`src/design/lp_clock_defs.vh`:
```
`ifndef LP_CLOCK_DEFS_VH
`define LP_CLOCK_DEFS_VH

// ==========================================================================
// Register byte offsets.
`define OFS_SYS_CLOCK_DIVIDER     16'h0408
`define OFS_CLOCK_GATE_ENABLE     16'h0410
`define OFS_CLOCK_SOURCE_SELECT   16'h0414
`define OFS_DIVIDER_UNLOCK_KEY    16'h0420
`define OFS_OSCILLATOR_UNLOCK_KEY 16'h0A0C
`define OFS_OSCILLATOR_CONTROL    16'h0A10
`define OFS_RESET_CTRL_UNLOCK_KEY 16'h0A5C
`define OFS_LOW_OSC_TEST          16'h0A6C
`define OFS_CHOP_WAKEUP_CLK_EN    16'h0A70
`define OFS_HIGH_SPEED_OSC_CONFIG 16'h20BC
`define OFS_LOW_POWER_UNLOCK_KEY  16'h210C
`define OFS_LOW_POWER_CLOCK_SEL   16'h2110
`define OFS_LOW_POWER_CONFIG      16'h2114

// ==========================================================================
// Reset values.
`define RST_SYS_CLOCK_DIVIDER     16'h0441
`define RST_CLOCK_GATE_ENABLE     16'h01C0
`define RST_CLOCK_SOURCE_SELECT   16'h0000
`define RST_OSCILLATOR_CONTROL    16'h0003
`define RST_LOW_OSC_TEST          16'h0088
`define RST_CHOP_WAKEUP_CLK_EN    16'h0004
`define RST_HIGH_SPEED_OSC_CONFIG 16'h0034
`define RST_LOW_POWER_KEY         20'h00000
`define RST_LOW_POWER_CLOCK_SEL   1'h0
`define RST_LOW_POWER_CONFIG      9'h102
`define RST_KEY16                 16'h0000

// ==========================================================================
// Key values and field layouts.
`define LOW_POWER_KEY_VALUE       20'hC59D6
`define DIVIDER_KEY_VALUE         16'hA815
`define LPC_WIDTH                 9
`define LPC_RESERVED_MASK         9'h1CF
`define LPC_REGULATOR_PD          8
`define LPC_COMMON_MODE_BUF       7
`define LPC_REFERENCE_BUF         6
`define LPC_REPEAT_CONV           3
`define LPC_CONV                  2
`define LPC_FAST_REF_PD           1
`define LPC_FAST_OSC_PD           0
`define DIV_FIELD_MSB             5
`define DIV_MAX                   6'h20
`define DIV_ONE                   6'h01
`define DIV_ZERO                  6'h00
`define SRC_SEL_SYS_MSB           1
`define SRC_SEL_ADC_LSB           2
`define SRC_SEL_MASK              16'h000F
`define SRC_FAST_INTERNAL         2'h0
`define SRC_EXT_CLOCK             2'h3
`define GATE_ANALOG_CLK_DIS       5
`define WAKE_TIMER_CLK_DIS        1
`define CHOP_CLK_DIS              2
`define CHOP_WAKE_MASK            16'h0007
`define HSOSC_32M_BIT             2

`endif

```
`src/design/low_power_clock_key_control.v`:
```
// Register access over APB was decided locally.
`timescale 1ns/10ps
`default_nettype none
`include "lp_clock_defs.vh"

// Functional notes
// Protected writes succeed only while the 20-bit low power key equals the unlock value.
// Writing any other key value, zero included, relocks the protected registers.
// Key resets to zero (locked); protected writes while locked are silently ignored.
// The low power key guards both clock select and low power configuration.
// Clock select bit 0 lets the sequencer move system clock to slow oscillator.
// Configuration bit 8 powers down the analog regulator; resets to one.
// Bits 7 and 6 enable common-mode and reference buffers; reset to zero.
// Bits 2 and 3 enable conversions and repeated conversions; reset to zero.
// Bit 1 powers down fast reference (reset one); bit 0 fast oscillator (reset zero).
// After reset the fast internal oscillator at 16 MHz drives the system clock.
// Software divides the system clock by any factor from 1 to 32.
// With a 32 MHz source software must program the divide field to 2.
// The converter clock is never divided.
// The sleep and wake-up timer runs from the slow internal oscillator.
// The 32 MHz fast setting clocks only fast DAC, transimpedance amp and converter.
// External clock enters on general pin two, or pin five on the larger variant.
// A write-only divider key guards the clock divider register.
// A readable oscillator key guards the oscillator control register.
// A write-only reset control key guards the reset control register.
// Divide values above 32 saturate to 32; values 0 and 1 both divide by 1.
// Reads of protected registers return stored values regardless of lock state.
module low_power_clock_key_control #(
   parameter        HAS_PIN_FIVE    = 1,
   // Arbitrary neutral key values for the oscillator and reset control keys.
   parameter [15:0] OSC_KEY_VALUE   = 16'h0001,
   parameter [15:0] RESET_KEY_VALUE = 16'h0001
) (
   input  wire        pclk,
   input  wire        presetn,
   input  wire        psel,
   input  wire        penable,
   input  wire        pwrite,
   input  wire [15:0] paddr,
   input  wire [31:0] pwdata,
   output wire        pready,
   output reg  [31:0] prdata,
   output reg         pslverr,
   input  wire        sequencer_slow_request,
   input  wire        general_pin_two,
   input  wire        general_pin_five,
   output reg         sys_clk_use_slow,
   output reg  [1:0]  sys_clk_source,
   output reg  [1:0]  adc_clk_source,
   output reg  [5:0]  sys_clk_divide,
   output reg         sys_clk_tick,
   output reg         adc_clk_divided,
   output reg         ext_clk_level,
   output reg         sleep_timer_clk_enable,
   output reg         chop_clk_enable,
   output reg         analog_clk_enable,
   output reg         fast_32m_to_analog,
   output reg         fast_32m_to_digital,
   output reg  [15:0] oscillator_control_out,
   output reg         reset_control_unlocked,
   output reg         analog_regulator_powerdown,
   output reg         common_mode_buffer_enable,
   output reg         reference_buffer_enable,
   output reg         repeat_conversion_enable,
   output reg         conversion_enable,
   output reg         fast_reference_powerdown,
   output reg         fast_oscillator_powerdown
);

   // =======================================================================
   // Register storage.
   reg [19:0]              low_power_unlock_key_reg;
   reg                     slow_sysclk_switch_reg;
   reg [`LPC_WIDTH-1:0]    low_power_config_reg;
   reg [15:0]              sys_clock_divider_reg;
   reg [15:0]              clock_gate_enable_reg;
   reg [15:0]              clock_source_select_reg;
   reg [15:0]              oscillator_unlock_key_reg;
   reg [15:0]              oscillator_control_reg;
   reg [15:0]              low_osc_test_reg;
   reg [15:0]              chop_wakeup_clock_enable_reg;
   reg [15:0]              high_speed_osc_config_reg;

   reg                     divider_armed_reg;
   reg                     reset_armed_reg;

   reg [5:0]               tick_count_reg;
   reg [5:0]               tick_count_next;

   reg [2:0]               pin_two_sync_reg;
   reg [2:0]               pin_five_sync_reg;
   reg                     pin_two_level_reg;
   reg                     pin_five_level_reg;

   wire        wr_access;
   wire        rd_setup;
   wire        lp_unlocked;
   wire        osc_unlocked;
   wire [5:0]  divide_now;
   reg  [31:0] read_mux;
   reg         addr_hit;

   // =======================================================================
   // Divide field decoding.
   // saturate divide field
   function [5:0] effective_divide;
      input [5:0] field;
      begin
         if (field == `DIV_ZERO) begin
            effective_divide = `DIV_ONE;
         end else if (field > `DIV_MAX) begin
            effective_divide = `DIV_MAX;
         end else begin
            effective_divide = field;
         end
      end
   endfunction

   // =======================================================================
   // APB handshake: zero wait states, data prepared in the setup cycle.
   assign pready    = 1'b1;
   assign wr_access = psel & penable & pwrite;
   assign rd_setup  = psel & ~penable;

   // key match unlock
   assign lp_unlocked  = (low_power_unlock_key_reg == `LOW_POWER_KEY_VALUE);

   // oscillator key gate
   assign osc_unlocked = (oscillator_unlock_key_reg == OSC_KEY_VALUE);

   // divide from register
   assign divide_now   = effective_divide(sys_clock_divider_reg[`DIV_FIELD_MSB:0]);

   // reads ignore lock
   always @* begin
      read_mux = 32'h0000_0000;
      addr_hit = 1'b1;
      case (paddr)
         `OFS_SYS_CLOCK_DIVIDER:     read_mux = {16'h0000, sys_clock_divider_reg};
         `OFS_CLOCK_GATE_ENABLE:     read_mux = {16'h0000, clock_gate_enable_reg};
         `OFS_CLOCK_SOURCE_SELECT:   read_mux = {16'h0000, clock_source_select_reg};
         `OFS_DIVIDER_UNLOCK_KEY:    read_mux = 32'h0000_0000;
         `OFS_OSCILLATOR_UNLOCK_KEY: read_mux = {16'h0000, oscillator_unlock_key_reg};
         `OFS_OSCILLATOR_CONTROL:    read_mux = {16'h0000, oscillator_control_reg};
         `OFS_RESET_CTRL_UNLOCK_KEY: read_mux = 32'h0000_0000;
         `OFS_LOW_OSC_TEST:          read_mux = {16'h0000, low_osc_test_reg};
         `OFS_CHOP_WAKEUP_CLK_EN:    read_mux = {16'h0000, chop_wakeup_clock_enable_reg};
         `OFS_HIGH_SPEED_OSC_CONFIG: read_mux = {16'h0000, high_speed_osc_config_reg};
         `OFS_LOW_POWER_UNLOCK_KEY:  read_mux = {12'h000, low_power_unlock_key_reg};
         `OFS_LOW_POWER_CLOCK_SEL:   read_mux = {31'h0000_0000, slow_sysclk_switch_reg};
         `OFS_LOW_POWER_CONFIG:      read_mux = {23'h00_0000, low_power_config_reg};
         default: begin
            read_mux = 32'h0000_0000;
            addr_hit = 1'b0;
         end
      endcase
   end

   always @(posedge pclk or negedge presetn) begin
      if (!presetn) begin
         prdata  <= 32'h0000_0000;
         pslverr <= 1'b0;
      end else if (rd_setup) begin
         prdata  <= pwrite ? 32'h0000_0000 : read_mux;
         pslverr <= ~addr_hit;
      end
   end

   // =======================================================================
   // Register writes.
   always @(posedge pclk or negedge presetn) begin
      if (!presetn) begin
         // reset locked key
         low_power_unlock_key_reg     <= `RST_LOW_POWER_KEY;
         slow_sysclk_switch_reg       <= `RST_LOW_POWER_CLOCK_SEL;
         low_power_config_reg         <= `RST_LOW_POWER_CONFIG;

         // fast oscillator default
         sys_clock_divider_reg        <= `RST_SYS_CLOCK_DIVIDER;
         clock_source_select_reg      <= `RST_CLOCK_SOURCE_SELECT;
         clock_gate_enable_reg        <= `RST_CLOCK_GATE_ENABLE;
         oscillator_unlock_key_reg    <= `RST_KEY16;
         oscillator_control_reg       <= `RST_OSCILLATOR_CONTROL;
         low_osc_test_reg             <= `RST_LOW_OSC_TEST;
         chop_wakeup_clock_enable_reg <= `RST_CHOP_WAKEUP_CLK_EN;
         high_speed_osc_config_reg    <= `RST_HIGH_SPEED_OSC_CONFIG;

         divider_armed_reg            <= 1'b0;
         reset_armed_reg              <= 1'b0;
      end else if (wr_access && addr_hit) begin
         case (paddr)
            // any value relocks
            `OFS_LOW_POWER_UNLOCK_KEY: begin
               low_power_unlock_key_reg <= pwdata[19:0];
            end

            // clock select guarded
            `OFS_LOW_POWER_CLOCK_SEL: begin
               if (lp_unlocked) begin
                  slow_sysclk_switch_reg <= pwdata[0];
               end
            end

            // configuration guarded
            `OFS_LOW_POWER_CONFIG: begin
               if (lp_unlocked) begin
                  low_power_config_reg <= pwdata[`LPC_WIDTH-1:0] & `LPC_RESERVED_MASK;
               end
            end

            // divider key arms
            `OFS_DIVIDER_UNLOCK_KEY: begin
               divider_armed_reg <= (pwdata[15:0] == `DIVIDER_KEY_VALUE);
            end

            `OFS_SYS_CLOCK_DIVIDER: begin
               if (divider_armed_reg) begin
                  sys_clock_divider_reg <= pwdata[15:0];
               end
               // Every divider write spends the arming, so each change needs a fresh key.
               divider_armed_reg <= 1'b0;
            end

            `OFS_OSCILLATOR_UNLOCK_KEY: begin
               oscillator_unlock_key_reg <= pwdata[15:0];
            end

            `OFS_OSCILLATOR_CONTROL: begin
               if (osc_unlocked) begin
                  oscillator_control_reg <= pwdata[15:0];
               end
            end

            // reset key arms
            `OFS_RESET_CTRL_UNLOCK_KEY: begin
               reset_armed_reg <= (pwdata[15:0] == RESET_KEY_VALUE);
            end

            `OFS_CLOCK_SOURCE_SELECT: begin
               clock_source_select_reg <= pwdata[15:0] & `SRC_SEL_MASK;
            end

            `OFS_CLOCK_GATE_ENABLE: begin
               clock_gate_enable_reg <= pwdata[15:0];
            end

            `OFS_LOW_OSC_TEST: begin
               low_osc_test_reg <= pwdata[15:0];
            end

            `OFS_CHOP_WAKEUP_CLK_EN: begin
               chop_wakeup_clock_enable_reg <= pwdata[15:0] & `CHOP_WAKE_MASK;
            end

            `OFS_HIGH_SPEED_OSC_CONFIG: begin
               high_speed_osc_config_reg <= pwdata[15:0];
            end

            default: begin
               divider_armed_reg <= divider_armed_reg;
            end
         endcase
      end
   end

   // =======================================================================
   // External clock pins: three-stage synchronisers with agreement filter.
   always @(posedge pclk or negedge presetn) begin
      if (!presetn) begin
         pin_two_sync_reg   <= 3'h0;
         pin_five_sync_reg  <= 3'h0;
         pin_two_level_reg  <= 1'b0;
         pin_five_level_reg <= 1'b0;
      end else begin
         pin_two_sync_reg  <= {pin_two_sync_reg[1:0], general_pin_two};
         pin_five_sync_reg <= {pin_five_sync_reg[1:0], general_pin_five};

         // Stage one may be metastable, so only stages two and three are compared.
         if (pin_two_sync_reg[1] == pin_two_sync_reg[2]) begin
            pin_two_level_reg <= pin_two_sync_reg[2];
         end

         if (pin_five_sync_reg[1] == pin_five_sync_reg[2]) begin
            pin_five_level_reg <= pin_five_sync_reg[2];
         end
      end
   end

   // =======================================================================
   // Divided system clock tick.
   always @* begin
      tick_count_next = tick_count_reg + 6'h01;

      if (tick_count_next >= divide_now) begin
         tick_count_next = 6'h00;
      end
   end

   always @(posedge pclk or negedge presetn) begin
      if (!presetn) begin
         tick_count_reg <= 6'h00;
         sys_clk_tick   <= 1'b0;
      end else begin
         tick_count_reg <= tick_count_next;
         sys_clk_tick   <= (tick_count_next == 6'h00);
      end
   end

   // =======================================================================
   // Registered control outputs.
   always @(posedge pclk or negedge presetn) begin
      if (!presetn) begin
         sys_clk_use_slow           <= 1'b0;
         sys_clk_source             <= `SRC_FAST_INTERNAL;
         adc_clk_source             <= `SRC_FAST_INTERNAL;
         sys_clk_divide             <= `DIV_ONE;
         adc_clk_divided            <= 1'b0;
         ext_clk_level              <= 1'b0;
         sleep_timer_clk_enable     <= 1'b0;
         chop_clk_enable            <= 1'b0;
         analog_clk_enable          <= 1'b0;
         fast_32m_to_analog         <= 1'b0;
         fast_32m_to_digital        <= 1'b0;
         oscillator_control_out     <= `RST_OSCILLATOR_CONTROL;
         reset_control_unlocked     <= 1'b0;

         analog_regulator_powerdown <= 1'b1;
         common_mode_buffer_enable  <= 1'b0;
         reference_buffer_enable    <= 1'b0;
         repeat_conversion_enable   <= 1'b0;
         conversion_enable          <= 1'b0;
         fast_reference_powerdown   <= 1'b1;
         fast_oscillator_powerdown  <= 1'b0;
      end else begin
         // sequencer slow switch
         sys_clk_use_slow           <= slow_sysclk_switch_reg & sequencer_slow_request;
         sys_clk_source             <= clock_source_select_reg[`SRC_SEL_SYS_MSB:0];
         adc_clk_source             <= clock_source_select_reg[`SRC_SEL_ADC_LSB+1:`SRC_SEL_ADC_LSB];
         sys_clk_divide             <= divide_now;

         // The converter clock has no divider, so a 32 MHz source reaches it whole.
         // converter clock undivided
         adc_clk_divided            <= 1'b0;

         // pin five variant only
         ext_clk_level              <= (HAS_PIN_FIVE != 0) ? (pin_two_level_reg | pin_five_level_reg)
                                                           : pin_two_level_reg;

         // timer on slow oscillator
         sleep_timer_clk_enable     <= ~chop_wakeup_clock_enable_reg[`WAKE_TIMER_CLK_DIS];
         chop_clk_enable            <= ~chop_wakeup_clock_enable_reg[`CHOP_CLK_DIS];
         analog_clk_enable          <= ~clock_gate_enable_reg[`GATE_ANALOG_CLK_DIS];

         // 32 MHz analog only
         fast_32m_to_analog         <= high_speed_osc_config_reg[`HSOSC_32M_BIT];
         fast_32m_to_digital        <= 1'b0;
         oscillator_control_out     <= oscillator_control_reg;
         reset_control_unlocked     <= reset_armed_reg;

         // regulator power-down bit
         analog_regulator_powerdown <= low_power_config_reg[`LPC_REGULATOR_PD];

         // buffer enables
         common_mode_buffer_enable  <= low_power_config_reg[`LPC_COMMON_MODE_BUF];
         reference_buffer_enable    <= low_power_config_reg[`LPC_REFERENCE_BUF];

         // conversion enables
         repeat_conversion_enable   <= low_power_config_reg[`LPC_REPEAT_CONV];
         conversion_enable          <= low_power_config_reg[`LPC_CONV];

         // fast power-downs
         fast_reference_powerdown   <= low_power_config_reg[`LPC_FAST_REF_PD];
         fast_oscillator_powerdown  <= low_power_config_reg[`LPC_FAST_OSC_PD];
      end
   end

endmodule

`default_nettype wire

```
`config.mk`:
```
export PLATFORM = sky130hd
export DESIGN_NAME = low_power_clock_key_control
export DESIGN_NICKNAME = d
export VERILOG_FILES = /design/src/design/low_power_clock_key_control.v
export VERILOG_INCLUDE_DIRS = /design/src /design/src/design
export SDC_FILE = /design/constraint.sdc
export NUM_CORES = 1
export LEC_CHECK = 0
export ABC_AREA = 1
export BUFFER_PORTS_ARGS = -buffer_cell sky130_fd_sc_hd__buf_2
export CAP_MARGIN = 30
export CORE_ASPECT_RATIO = 0.9
export CORE_MARGIN = 2
export CORE_UTILIZATION = 45
export CTS_CLUSTER_DIAMETER = 30
export DETAILED_ROUTE_END_ITERATION = 10
export PLACE_DENSITY = 0.68
export SYNTH_ARGS = -nofsm -noshare
export SYNTH_HDL_FRONTEND = slang
export SYNTH_SLANG_ARGS = --single-unit
```
`constraint.sdc`:
```
create_clock -name pclk -period 2 [get_ports pclk]
set_clock_uncertainty 0.15 [all_clocks]
set_input_delay 0.2 -clock pclk [delete_from_list [all_inputs] [get_ports pclk]]
set_output_delay 0.2 -clock pclk [all_outputs]
set_load 0.005 [all_outputs]
```
==> impl_results.md <==
- I/O Pins: around 130
- Psw: 2.461 mW
- Wire length of the first global-routing pass: 44270 um
- Largest family of logic cells by synthesized area: simple AND/OR/NAND/NOR gates
- Setup crit end kind: flip-flop
- Netlist cell types: 38
- Comb pwr share: under 10%
- Critical path required time: roughly 2300 ps
- Post-synth top area cell: dfrtp_1
- Via density: slightly above 5
- Seq/Total Area, Yosys: a little under three fifths
- Detail Route Antenna Nets: 0
- Vias in the first global route: about 8700
- Fin util: slightly above 60%
- NumNets Final: 1458
- Clock share of power: between 50% and 60%
- Multiplexer area fraction after synthesis: 0%
- Min cycle time layout: ~2300 ps
- Routed len/inst: between 15 and 20 um
- Final Wtd Congestion: 0.8768
- Largest net degree at the start of global routing: 60
- Most frequent cells after synthesis: nand2_1, dfrtp_1, nand3_1
- CP Data Arrival Time: 2640 ps
- TritonCTS clock tree: built
- Critical Path, Cell by Cell: nand3_2, nand3b_1, xnor2_2, ha_1, nand2_2, a21oi_2, nor3_2, nand2_1, inv_1, nand2_1, buf_4, buf_6, inv_2
- GRT Overall Usage: 25.33%
- CP Launch Type: flip-flop
- Synth Instances: 1158
- Seq pwr share: a little under two fifths
- Pwr/cell area: about 870 nW/um^2
- Routed Wire Length: 27330 um
- FF+latch count, synth: ~210
- Drt first-iter violations: 640
- Worst-case vdd ir drop: about 630 uV
- 1st-pass router iterations: 6
- Worst slew pin tran: ~540 ps
- Placed wire-length estimate: 18690 um
- Final Non-Filler Cells: about 1700
- Initial antenna violation count: 0
- Num CTS Buffers: 41
- Synth Area in Simple Gates: about a third
- RSZ-0062 raised after global routing: yes
- Mapped Avg Cell Area: just over 8 um^2
- XOR/XNOR share of the synthesized area: less than 1%
- Worst min-delay path class: in2reg
- Area grow syn2layout: 35.57%
- Rows: 50
- Asr flop ratio synth: 100.0%
- Worst setup margin: -342.4 ps
- Crit path kind: reg2reg
- Synth Area in Compound Gates: under 10%
- Number of fillers in the final layout: roughly 1800
- CP max FO: 3
- Clk buf depth: 3
- Fraction of layout cells with a size suffix above 1: a little over a quarter
- Crit path top cell by count: nand2_1
- Via count: about 8600
- Top cells by area, synth: dfrtp_1, nand2_1, dfstp_2
- Core area: 20830 um^2
- P_leak: roughly 7.0 nW
- Final setup vio count: 7
- Initial Utilization: between 40% and 50%
- Global route overflow: 0
- Clock root cell: clkbuf_16
- Htree depth: 2
- Placed cell count: about 1600
- N_diodes: 0
- Post-synthesis adder-cell area fraction: 1.127%
- Max Freq: ~0.43 GHz
- Switching portion of total power: a little over a fifth
- Status: finished, violations left
- Ys Warns: 0
- Crit path largest cell delay: about 410 ps
- Primary FF master, synth: dfrtp_1
- Synth Cell Area: between 9000 and 10000 um^2
- Fin crit share: 117.1%
- Worst-Skew Late Latency: between 500 and 600 ps
- PortBufs: roughly 110
- Die area: 22400 um^2
- Top-count cell post-synth: nand2_1
- Clk sink count: 209
- Die Wd: 157.5 um
- Slew Limit Fails: 0
- Internal: roughly 8.8 mW
- DIE HEIGHT: approximately 140 um
- Post-synth top area share: between 40% and 50%
- Violated checks: negative setup slack
- Worst relative slew slack: 64.05%
- Max Cap Violations: 0
- EDFF count, synth: 0
- Clock-pin transition on the worst setup and hold timing paths: around 50 ps
- Final hold violation count: 0
- Slowest cell on crit path: dfrtp_1
- Residual DRC: 0
[metal layers]
metal | GRT usage [%] | share of wire [%] | up-vias
met5 | 0.9070 | 0 | -
met4 | 10.77 | 3.6 | 0
met3 | 4.294 | 6.2 | 70
met2 | 42.11 | 48 | 323
met1 | 32.79 | 42 | 4088
li1 | - | - | 4131
[cell families (layout without fill, tap and decap cells)]
family	after synthesis	in the layout
compound gates	59	59
xor+xnor	3	3
fa+ha+maj	9	9
buf+inv	144	400
flops	209	209
other cells	2	15
simple gates	732	732
[cell usage in the layout (no fill, tap or decap), drive strengths merged, types with 2 or more instances in the layout]
cell type,count
buf,216
o211a,2
o41ai,4
dfstp,21
maj3,2
nand3,79
clkinv,15
dlygate4sd3,25
nand4,30
nand2,525
bufinv,2
ha,7
nor2,70
nand3b,5
nor3,7
inv,84
conb,15
a21oi,15
clkbuf,56
nor4,14
xnor2,2
dfrtp,188
o211ai,4
o21ai,34
clkinvlp,2
[area by class of cell]
| type | instances | area [um^2] | share of cell area, % |
|---|---|---|---|
| clock buffer | 55 | 1189 | 9.183 |
| tap | 286 | 357.8 | 2.765 |
| sequential | 209 | 5256 | 40.61 |
| timing repair buffer | 242 | 1849 | 14.29 |
| inverter | 83 | 311.5 | 2.407 |
| clock inverter | 20 | 173.9 | 1.344 |
| multi-input combinational | 818 | 3806 | 29.41 |
[worst max-delay path, delay by kind of cell (launching register included)]
family	cells	cell delay, ps
compound gates	1	40
flops	1	410
simple gates	6	790
xor+xnor	1	240
buf+inv	4	360
fa+ha+maj	1	290
[through the flow]
stage	TNS, ps	hold WS (ps)	power [mW]	cell area, um^2	setup slack, ps
finish	-1986	61.50	11.25	12940	-342.4
global route	-2316	92.79	11.60	12940	-402.8
CTS	-1109	64.52	11.34	12900	-223.2
detailed placement	-11580	77.34	4.661	11150	-299.1
global placement	-5616	73.28	4.655	11150	-213.2
floorplan	-67.60	-245.6	4.453	9597	-67.60
[repair_timing]
item,4_1_cts,5_1_grt
setup endpoints to repair,7,21
hold endpoints to repair,312,0
hold buffers,25,0
pin swaps,9,8
setup buffers,5,1
resized for setup,27,10
[final timing paths]
path / start / endpoint / slack [ps] / cells after the start
min in group asynchronous: presetn / ext_clk_level$_DFF_PN0_ / 90 / 2
worst min register to register: pin_two_sync_reg[0]$_DFF_PN0_ / pin_two_sync_reg[1]$_DFF_PN0_ / 190 / 0
max in group asynchronous: presetn / analog_regulator_powerdown$_DFF_PN1_ / 890 / 3
worst max register to register: tick_count_reg[2]$_DFF_PN0_ / tick_count_reg[5]$_DFF_PN0_ / -340 / 13
worst max-delay path: tick_count_reg[2]$_DFF_PN0_ / tick_count_reg[5]$_DFF_PN0_ / -340 / 13
worst min-delay path: penable / prdata[6]$_DFFE_PN0P_ / 60 / 5
[power by group through the flow]
stage	Sequential [mW]	Combinational [mW]	Clock (mW)
4_1_cts	4.26	0.374	6.70
6_report	4.26	0.369	6.62
5_1_grt	4.26	0.409	6.93
3_3_place_gp	4.33	0.329	0
2_1_floorplan	4.33	0.126	0
3_5_place_dp	4.33	0.334	0
Note: power is estimated with default switching activity, not from simulation.
